$ cat src/rtl/haptic_cfg_pkg.sv
// Package: register map, field layout, reset values and timing counts
package haptic_cfg_pkg;
    // ************************************************************
    // Register offsets
    // ************************************************************
    localparam logic [7:0] CONTROL_FOUR_OFS     = 8'h1E;
    localparam logic [7:0] CONTROL_FIVE_OFS     = 8'h1F;
    localparam logic [7:0] OPEN_LOOP_PERIOD_OFS = 8'h20;
    localparam logic [7:0] SUPPLY_MONITOR_OFS   = 8'h21;
    localparam logic [7:0] NV_FIRST_OFS         = 8'h16;
    localparam logic [7:0] NV_LAST_OFS          = 8'h1A;
    // ************************************************************
    // Field positions
    // ************************************************************
    localparam int CAL_SEL_LSB      = 4;
    localparam int NV_DONE_BIT      = 2;
    localparam int NV_BURN_BIT      = 0;
    localparam int SYNC_LIMIT_LSB   = 6;
    localparam int AUTO_FALLBACK_BIT = 5;
    localparam int STEP_SEL_BIT     = 4;
    localparam int BLANK_HI_LSB     = 2;
    localparam int DISCH_HI_LSB     = 0;
    // ************************************************************
    // Reset values and write mask
    // ************************************************************
    localparam logic [7:0] CONTROL_FOUR_RST     = 8'h20;
    localparam logic [7:0] CONTROL_FIVE_RST     = 8'h80;
    localparam logic [7:0] OPEN_LOOP_PERIOD_RST = 8'h00;
    localparam logic [7:0] SUPPLY_MONITOR_RST   = 8'h00;
    localparam logic [7:0] CONTROL_FOUR_WMASK   = 8'hF1;
    // ************************************************************
    // Timing
    // ************************************************************
    localparam int CLK_HZ        = 100_000_000;
    localparam int CAL0_MS       = 150;
    localparam int CAL1_MS       = 250;
    localparam int CAL2_MS       = 500;
    localparam int CAL3_MS       = 1000;
    localparam int STEP_SLOW_MS  = 5;
    localparam int STEP_FAST_MS  = 1;
    localparam int TICK_US       = 1;
    localparam int TICK_CYC      = CLK_HZ / 1_000_000 * TICK_US;
    localparam int PERIOD_UNIT_NS = 98460;
    localparam int PERIOD_UNIT_CYC = PERIOD_UNIT_NS / 10;
    localparam int NV_BURN_CYC   = 16;
    localparam int SYNC_BASE     = 3;
endpackage

$ cat src/rtl/haptic_ms_tick.sv
// Millisecond tick divider from the 1 us enable pulse
`timescale 1ns/1ps
module haptic_ms_tick
    import haptic_cfg_pkg::*;
#(
    parameter int US_PER_MS = 1000
) (
    input  wire logic clk_i,
    input  wire logic rst_i,
    input  wire logic us_tick_i,
    output logic      ms_tick_o
);
    logic [9:0] cnt_q;

    always_ff @(posedge clk_i) begin
        if (rst_i) begin
            cnt_q     <= 10'h000;
            ms_tick_o <= 1'b0;
        end else begin
            ms_tick_o <= 1'b0;
            if (us_tick_i) begin
                if (cnt_q == 10'(US_PER_MS - 1)) begin
                    cnt_q     <= 10'h000;
                    ms_tick_o <= 1'b1;
                end else begin
                    cnt_q <= cnt_q + 10'h001;
                end
            end
        end
    end
endmodule

$ cat src/rtl/haptic_drive_config_regs.sv
// Configuration and monitor registers for the haptic drive engine
`timescale 1ns/1ps
module haptic_drive_config_regs
    import haptic_cfg_pkg::*;
#(
    parameter int US_PER_MS = 1000
) (
    input  wire logic       CLK_I,
    input  wire logic       RST_I,
    // Register access from the I2C slave engine
    input  wire logic       REG_WR_I,
    input  wire logic       REG_RD_I,
    input  wire logic [7:0] REG_ADDR_I,
    input  wire logic [7:0] REG_WDATA_I,
    output logic [7:0]      REG_RDATA_O,
    // Nonvolatile store
    input  wire logic [7:0] NV_SRC_DATA_I,
    output logic [7:0]      NV_SRC_ADDR_O,
    output logic            NV_WR_O,
    input  wire logic       NV_FUSED_I,
    // Drive engine
    input  wire logic       CAL_START_I,
    output logic            CAL_BUSY_O,
    input  wire logic       DRIVE_ACTIVE_I,
    input  wire logic       PLAYBACK_MODE_I,
    input  wire logic       BEMF_MISS_I,
    input  wire logic [7:0] SUPPLY_ADC_I,
    output logic            OPEN_LOOP_O,
    output logic            STEP_TICK_O,
    output logic            DRIVE_PHASE_O,
    output logic [1:0]      BLANK_HI_O,
    output logic [1:0]      DISCH_HI_O
);
    // ************************************************************
    // Registers
    // ************************************************************
    typedef enum {NV_IDLE, NV_COPY, NV_DONE} nv_state_t;
    logic [7:0] ctl4_q;
    logic [7:0] ctl5_q;
    logic [7:0] olp_q;
    logic [7:0] vmon_q;
    logic       nv_done_q;
    nv_state_t  nv_q;

    function automatic logic [2:0] sync_limit(input logic [1:0] code);
        sync_limit = 3'(SYNC_BASE) + {1'b0, code};
    endfunction

    function automatic logic [7:0] ctl4_view(input logic [7:0] r,
                                             input logic d);
        ctl4_view = (r & CONTROL_FOUR_WMASK)
                  | (8'(d) << NV_DONE_BIT);
    endfunction

    always_ff @(posedge CLK_I) begin
        if (RST_I) begin
            ctl4_q <= CONTROL_FOUR_RST;
            ctl5_q <= CONTROL_FIVE_RST;
            olp_q  <= OPEN_LOOP_PERIOD_RST;
        end else if (REG_WR_I) begin
            if (REG_ADDR_I == CONTROL_FOUR_OFS) begin
                ctl4_q <= REG_WDATA_I & CONTROL_FOUR_WMASK;
            end else if (REG_ADDR_I == CONTROL_FIVE_OFS) begin
                ctl5_q <= REG_WDATA_I;
            end else if (REG_ADDR_I == OPEN_LOOP_PERIOD_OFS) begin
                olp_q <= REG_WDATA_I;
            end
        end else if (nv_q == NV_DONE) begin
            ctl4_q[NV_BURN_BIT] <= 1'b0;
        end
    end

    // Reading is frozen while drive is inactive, except for host writes, so host sees last good value
    always_ff @(posedge CLK_I) begin
        if (RST_I) begin
            vmon_q <= SUPPLY_MONITOR_RST;
        end else if (REG_WR_I && REG_ADDR_I == SUPPLY_MONITOR_OFS) begin
            vmon_q <= REG_WDATA_I;
        end else if (DRIVE_ACTIVE_I) begin
            vmon_q <= SUPPLY_ADC_I;
        end
    end

    always_ff @(posedge CLK_I) begin
        if (RST_I) begin
            REG_RDATA_O <= 8'h00;
        end else if (REG_RD_I) begin
            if (REG_ADDR_I == CONTROL_FOUR_OFS) begin
                REG_RDATA_O <= ctl4_view(ctl4_q, nv_done_q);
            end else if (REG_ADDR_I == CONTROL_FIVE_OFS) begin
                REG_RDATA_O <= ctl5_q;
            end else if (REG_ADDR_I == OPEN_LOOP_PERIOD_OFS) begin
                REG_RDATA_O <= olp_q;
            end else if (REG_ADDR_I == SUPPLY_MONITOR_OFS) begin
                REG_RDATA_O <= vmon_q;
            end else begin
                REG_RDATA_O <= 8'h00;
            end
        end
    end

    // ************************************************************
    // Nonvolatile burn
    // ************************************************************
    // Fused flag from the store stops a reset reopening programming
    always_ff @(posedge CLK_I) begin
        if (RST_I) begin
            nv_q          <= NV_IDLE;
            nv_done_q     <= 1'b0;
            NV_SRC_ADDR_O <= 8'h00;
            NV_WR_O       <= 1'b0;
        end else begin
            NV_WR_O <= 1'b0;
            case (nv_q)
                NV_IDLE: begin
                    if (NV_FUSED_I) begin
                        nv_done_q <= 1'b1;
                        nv_q      <= NV_DONE;
                    end else if (ctl4_q[NV_BURN_BIT] && !nv_done_q) begin
                        NV_SRC_ADDR_O <= NV_FIRST_OFS;
                        nv_q          <= NV_COPY;
                    end
                end
                NV_COPY: begin
                    NV_WR_O <= !NV_WR_O;
                    if (NV_WR_O && NV_SRC_ADDR_O == NV_LAST_OFS) begin
                        nv_done_q <= 1'b1;
                        nv_q      <= NV_DONE;
                    end else if (NV_WR_O) begin
                        NV_SRC_ADDR_O <= NV_SRC_ADDR_O + 8'h01;
                    end
                end
                default: begin
                    nv_done_q <= 1'b1;
                end
            endcase
        end
    end

    // ************************************************************
    // Time base
    // ************************************************************
    logic [6:0]  us_cnt_q;
    logic        us_tick_q;
    logic        ms_tick;
    logic [2:0]  step_cnt_q;
    logic [10:0] cal_cnt_q;

    always_ff @(posedge CLK_I) begin
        if (RST_I) begin
            us_cnt_q  <= 7'h00;
            us_tick_q <= 1'b0;
        end else begin
            us_tick_q <= (us_cnt_q == 7'(TICK_CYC - 1));
            us_cnt_q  <= (us_cnt_q == 7'(TICK_CYC - 1)) ? 7'h00
                                                        : us_cnt_q + 7'h01;
        end
    end

    haptic_ms_tick #(.US_PER_MS(US_PER_MS)) u_ms (
        .clk_i     (CLK_I),
        .rst_i     (RST_I),
        .us_tick_i (us_tick_q),
        .ms_tick_o (ms_tick)
    );

    always_ff @(posedge CLK_I) begin
        if (RST_I) begin
            step_cnt_q  <= 3'h0;
            STEP_TICK_O <= 1'b0;
        end else begin
            STEP_TICK_O <= 1'b0;
            if (ms_tick) begin
                if (step_cnt_q >= (ctl5_q[STEP_SEL_BIT]
                        ? 3'(STEP_FAST_MS - 1) : 3'(STEP_SLOW_MS - 1))) begin
                    step_cnt_q  <= 3'h0;
                    STEP_TICK_O <= 1'b1;
                end else begin
                    step_cnt_q <= step_cnt_q + 3'h1;
                end
            end
        end
    end

    // One spare tick: the first ms tick may come at once, minimum holds
    function automatic logic [10:0] cal_len(input logic [1:0] code);
        case (code)
            2'd0:    cal_len = 11'(CAL0_MS);
            2'd1:    cal_len = 11'(CAL1_MS);
            2'd2:    cal_len = 11'(CAL2_MS);
            default: cal_len = 11'(CAL3_MS);
        endcase
    endfunction

    always_ff @(posedge CLK_I) begin
        if (RST_I) begin
            cal_cnt_q  <= 11'h000;
            CAL_BUSY_O <= 1'b0;
        end else if (!CAL_BUSY_O && CAL_START_I) begin
            cal_cnt_q  <= cal_len(ctl4_q[CAL_SEL_LSB +: 2]) + 11'h001;
            CAL_BUSY_O <= 1'b1;
        end else if (CAL_BUSY_O && ms_tick) begin
            cal_cnt_q <= cal_cnt_q - 11'h001;
            if (cal_cnt_q == 11'h001) begin
                CAL_BUSY_O <= 1'b0;
            end
        end
    end

    // ************************************************************
    // Open-loop fallback and drive period
    // ************************************************************
    logic [2:0]  miss_cnt_q;
    logic [19:0] per_cnt_q;
    logic [6:0]  half_cnt_q;

    always_ff @(posedge CLK_I) begin
        if (RST_I) begin
            miss_cnt_q  <= 3'h0;
            OPEN_LOOP_O <= 1'b0;
        end else if (!DRIVE_ACTIVE_I || !ctl5_q[AUTO_FALLBACK_BIT]) begin
            miss_cnt_q  <= 3'h0;
            OPEN_LOOP_O <= PLAYBACK_MODE_I && DRIVE_ACTIVE_I;
        end else if (BEMF_MISS_I && !OPEN_LOOP_O) begin
            miss_cnt_q <= miss_cnt_q + 3'h1;
            if (miss_cnt_q + 3'h1 >= sync_limit(ctl5_q[SYNC_LIMIT_LSB +: 2]))
            begin
                OPEN_LOOP_O <= 1'b1;
            end
        end
    end

    // Half of the period per phase; period value 0 stops toggling
    always_ff @(posedge CLK_I) begin
        if (RST_I) begin
            per_cnt_q     <= 20'h00000;
            half_cnt_q    <= 7'h00;
            DRIVE_PHASE_O <= 1'b0;
        end else if (!OPEN_LOOP_O || olp_q[6:0] == 7'h00) begin
            per_cnt_q  <= 20'h00000;
            half_cnt_q <= 7'h00;
        end else if (per_cnt_q == 20'(PERIOD_UNIT_CYC / 2 - 1)) begin
            per_cnt_q <= 20'h00000;
            if (half_cnt_q == olp_q[6:0] - 7'h01) begin
                half_cnt_q    <= 7'h00;
                DRIVE_PHASE_O <= ~DRIVE_PHASE_O;
            end else begin
                half_cnt_q <= half_cnt_q + 7'h01;
            end
        end else begin
            per_cnt_q <= per_cnt_q + 20'h00001;
        end
    end

    always_ff @(posedge CLK_I) begin
        if (RST_I) begin
            BLANK_HI_O <= 2'b00;
            DISCH_HI_O <= 2'b00;
        end else begin
            BLANK_HI_O <= ctl5_q[BLANK_HI_LSB +: 2];
            DISCH_HI_O <= ctl5_q[DISCH_HI_LSB +: 2];
        end
    end

    // ************************************************************
    // Assertions
    // ************************************************************
    property p_rsv_zero;
        @(posedge CLK_I) disable iff (RST_I)
        REG_RD_I && REG_ADDR_I == CONTROL_FOUR_OFS |=>
            REG_RDATA_O[3] == 1'b0 && REG_RDATA_O[1] == 1'b0;
    endproperty
    a_rsv_zero: assert property (p_rsv_zero)
        else $error("reserved bit read nonzero");
    property p_nv_once;
        @(posedge CLK_I) disable iff (RST_I)
        nv_done_q |=> !NV_WR_O;
    endproperty
    a_nv_once: assert property (p_nv_once)
        else $error("second nonvolatile write");
    property p_nv_range;
        @(posedge CLK_I) disable iff (RST_I)
        NV_WR_O |-> NV_SRC_ADDR_O >= NV_FIRST_OFS
                 && NV_SRC_ADDR_O <= NV_LAST_OFS;
    endproperty
    a_nv_range: assert property (p_nv_range)
        else $error("burn address out of range");
    property p_nv_flag;
        @(posedge CLK_I) disable iff (RST_I)
        nv_done_q && REG_RD_I && REG_ADDR_I == CONTROL_FOUR_OFS
            |=> REG_RDATA_O[NV_DONE_BIT];
    endproperty
    a_nv_flag: assert property (p_nv_flag)
        else $error("programmed flag not shown");
    property p_no_fallback;
        @(posedge CLK_I) disable iff (RST_I)
        !ctl5_q[AUTO_FALLBACK_BIT] && !PLAYBACK_MODE_I |=> !OPEN_LOOP_O;
    endproperty
    a_no_fallback: assert property (p_no_fallback)
        else $error("fallback while disabled");
    property p_vmon_hold;
        @(posedge CLK_I) disable iff (RST_I)
        !DRIVE_ACTIVE_I && !REG_WR_I |=> $stable(vmon_q);
    endproperty
    a_vmon_hold: assert property (p_vmon_hold)
        else $error("supply reading moved while idle");
    property p_blank;
        @(posedge CLK_I) disable iff (RST_I)
        ##1 BLANK_HI_O == $past(ctl5_q[BLANK_HI_LSB +: 2])
            && DISCH_HI_O == $past(ctl5_q[DISCH_HI_LSB +: 2]);
    endproperty
    a_blank: assert property (p_blank)
        else $error("time MSBs wrong");
    property p_step_fast;
        @(posedge CLK_I) disable iff (RST_I)
        ctl5_q[STEP_SEL_BIT] && ms_tick && step_cnt_q == 3'h0 |=> STEP_TICK_O;
    endproperty
    a_step_fast: assert property (p_step_fast)
        else $error("fast step tick missing");
    c_burn:     cover property (@(posedge CLK_I) nv_q == NV_COPY);
    c_fallback: cover property (@(posedge CLK_I) $rose(OPEN_LOOP_O));
    c_cal_done: cover property (@(posedge CLK_I) $fell(CAL_BUSY_O));
endmodule

$ cat config.mk
export PLATFORM = sky130hd
export DESIGN_NAME = haptic_drive_config_regs
export DESIGN_NICKNAME = d
export VERILOG_FILES = /design/src/rtl/haptic_cfg_pkg.sv /design/src/rtl/haptic_ms_tick.sv /design/src/rtl/haptic_drive_config_regs.sv
export SDC_FILE = /design/constraint.sdc
export NUM_CORES = 1
export LEC_CHECK = 0
export BUFFER_PORTS_ARGS = -buffer_cell sky130_fd_sc_hd__buf_2
export CORE_UTILIZATION = 35
export CTS_CLUSTER_SIZE = 24
export DETAILED_ROUTE_END_ITERATION = 7
export PLACE_DENSITY = 0.57
export SETUP_SLACK_MARGIN = 0.15
export SLEW_MARGIN = 20
export SYNTH_ARGS = -nofsm -noshare
export SYNTH_HDL_FRONTEND = slang
export SYNTH_HIERARCHICAL = 1
export SYNTH_SLANG_ARGS = --single-unit
$ cat constraint.sdc
create_clock -name CLK_I -period 6.35 [get_ports CLK_I]
set_input_delay 1.27 -clock CLK_I [delete_from_list [all_inputs] [get_ports CLK_I]]
set_output_delay 1.27 -clock CLK_I [all_outputs]
set_load 0.05 [all_outputs]
==> out/qor.txt <==
CTS sink count: 120
Clk_skew: 0.00715 ns
Synth Flop Type: dfxtp_1
NetSw: 0.410 mW
Syn_nets: 703
Sw frac: 22.7%
Critical-path cell list: buf_2 -> nor4b_1 -> and2_1 -> nand3_1 -> a211oi_1
Crit-path slowest cell: nand3_1
Drc violations: 0
DR iter-0 viols: 239
Post-synth EDFFs: 0
Status: complete, no violations
FF-to-FF setup slack: 3.75 ns
Largest net degree at the start of global routing: 67
Hold Slack: 0.459 ns
Global-route wire length before repair: 21000 um
Ys async rst share: 0%
Core ar.: 0.0158 mm2
Reg-to-reg endpoint: per_cnt_q[5]
Synthesized area: 0.00565 mm2
Antenna-violating nets left: 0
CP Max Fanout: 16
TritonCTS clock tree: yes
Minimum clock period: 3.14 ns
Final hold viol count: 0
I/O pin count: 66
Tightest Hold Check Type: flop to flop
Clock network power share: 51.3%
Sequential share of the synthesized area: 42.5%
Die width: 129 um
Req. time, crit path: 6.67 ns
Reg2Reg Depth: 5
Row count: 46
Die height: 129 um
Setup crit end kind: flop
Layout area overhead: 18.5%
Placer Congestion: 0.794
Gate power share: 5.3%
Later-pin clock latency in the skew report: 0.42 ns
Most common cell after layout, fill and taps aside: dfxtp_1
Number of antenna violations at the first check in global routing: 4
Worst path max stage delay: 0.60 ns
Setup bufs post-CTS: 0
Min-Delay Startpoint: per_cnt_q[0]
Worst hold endpoint: per_cnt_q[0]
Hpwl dp: 9260 um
GRT overflow: 0
Final core utilization: 42.3%
Most frequent cells in the layout: 120 x dfxtp_1, 112 x nor2_1, 57 x buf_2
GRT Total Usage: 16.2%
Worst r2r src: per_cnt_q[13]
Vias/cell: 4.99
IO buf count: 57
Final Net Count: 754
Share of cells above drive strength 1: 14.7%
Synthesized flop and latch total: 120
P_int: 1.40 mW
Fraction of power consumed by sequential logic: 43.4%
Max Root-Sink Buffers: 2
Leak Pwr: 2.50 nW
Routed len/inst: 13.8 um
CTS Hold Bufs: 0
Syn. warnings: 6
Number of global-route vias before repair: 4393
CTS H-Tree Depth: 4
Inserted Clock Buffers: 17
Tcrit/Tclk final: 49.5%
Critical Path Source Type: input pin
Via count: 4635
Top delay family on crit path: simple AND/OR/NAND/NOR gates
Maxcap violations: 0
Max Freq: 318 MHz
Root buffer cell: clkbuf_16
Layout fillers: 1560
Crit path DAT: 3.46 ns
Crit path kind: input pin to flop
Relative slew margins: 44.1%
Synth Instances: 645
Unrepaired setup endpoints after global routing: false
Max VDD drop: 0.197 mV
Unique cell type count in the Yosys netlist: 61
Synth Area per Inst: 8.76 um2
Initial Utilization: 35.7%
Worst Tran Pin Value: 0.832 ns
Setup TNS: 0 ns
P per Cell Area: 270 mW/mm2
Buf+Inv Stages, Crit Path: 1
Worst-path clk slew: 0.05 ns
Endpoints failing setup: 0
WHS Path Cells: 1
Total chip power: 1.81 mW
Die area: 0.0167 mm2
Drt first pass iters: 5
Post-cts sizing count: 0
WL final: 12900 um
Final Max Tran Viols: 0
[metal layers]
layer | vias up | routed length (um) | GRT usage [%]
met4 | 2 | 219 | 6.16
met5 | - | 13 | 0
met3 | 19 | 706 | 5.53
met2 | 99 | 6150 | 27.7
li1 | 2373 | - | -
met1 | 2142 | 5760 | 18.7
[worst reg2reg max path, delay by kind of cell, from the launching register on]
family	cells	cell delay [ns]
and+or+nand+nor	5	2.12
DFF	1	0.33
[registers in the layout (all words and copies together), names as in the netlist, 2 cells and up]
register and count:
NV_SRC_ADDR_O 8, vmon_q 8, nv_q 2, BLANK_HI_O 2, half_cnt_q 7, us_cnt_q 7, step_cnt_q 3, ctl4_q 5
u_ms/cnt_q 10, per_cnt_q 20, REG_RDATA_O 8, ctl5_q 8, miss_cnt_q 3, DISCH_HI_O 2, olp_q 8, cal_cnt_q 11
[kinds of logic (layout without fill, tap and decap cells)]
kind of cell / Yosys count / in the layout / share of synthesized area, %
and+or+nand+nor: 279 / 279 / 24.4
xor gates and xnor gates: 56 / 56 / 8.68
DFF: 120 / 120 / 42.5
other: 0 / 3 / 0
muxes: 32 / 32 / 5.71
buffers and inverters: 49 / 113 / 3.46
adders and majority gates: 17 / 17 / 3.77
AOI/OAI and AO/OA: 92 / 92 / 11.5
[cell usage after synthesis (6+ instances only)]
cell / n / area share (%)
a21oi_1: 26 / 2.3
nand3_1: 26 / 2.3
or3_1: 6 / 0.66
a211oi_1: 18 / 2.4
ha_1: 17 / 3.8
mux2i_1: 30 / 5.3
nand4_1: 9 / 1.0
xnor2_1: 39 / 6.0
nor3_1: 18 / 1.6
o21ai_0: 8 / 0.71
inv_1: 21 / 1.4
nor2b_1: 11 / 1.2
and3_1: 8 / 0.89
clkbuf_1: 19 / 1.3
nand2b_1: 9 / 1.0
nor4_1: 6 / 0.66
a221oi_1: 13 / 2.0
nand2_1: 41 / 2.7
nor2_1: 112 / 7.4
dfxtp_1: 120 / 43
xor2_1: 17 / 2.6
[power groups by stage]
stage	registers [mW]	clock network (mW)	logic, mW
6_report	0.785	0.927	0.0951
4_1_cts	0.785	0.949	0.0959
3_3_place_gp	0.800	0	0.0932
5_1_grt	0.787	0.981	0.104
2_1_floorplan	0.809	0	0.0538
3_5_place_dp	0.801	0	0.0954
[per-stage QoR]
step / area (um2) / instances / setup slack (ns)
5_1_grt: 6690 / 926 / 2.95
3_3_place_gp: 6110 / 893 / 2.80
6_report: 6690 / 928 / 3.21
2_1_floorplan: 5650 / 645 / 3.32
3_5_place_dp: 6110 / 893 / 2.74
4_1_cts: 6690 / 925 / 3.18
[final cells by class]
type / instances / area, um2 / area share, %
multi-input combinational: 476 / 3050 / 45.6
sequential: 120 / 2400 / 35.9
clock buffer: 23 / 508 / 7.59
clock inverter: 9 / 70.1 / 1.05
antenna: 3 / 7.51 / 0.112
timing repair buffer: 59 / 300 / 4.49
inverter: 22 / 82.6 / 1.23
tap: 216 / 270 / 4.04
[worst max-delay path by stage]
stage	start	to	slack, ns	depth (start not counted)
floorplan	REG_ADDR_I[1]	olp_q[0]	3.32	7
global placement	REG_ADDR_I[1]	vmon_q[1]	2.80	6
detailed placement	REG_ADDR_I[1]	vmon_q[0]	2.74	5
CTS	REG_ADDR_I[1]	vmon_q[0]	3.18	5
global route	REG_ADDR_I[1]	vmon_q[2]	2.95	6
finish	REG_ADDR_I[1]	vmon_q[0]	3.21	5
No activity file was read; power rests on OpenSTA's default activity.
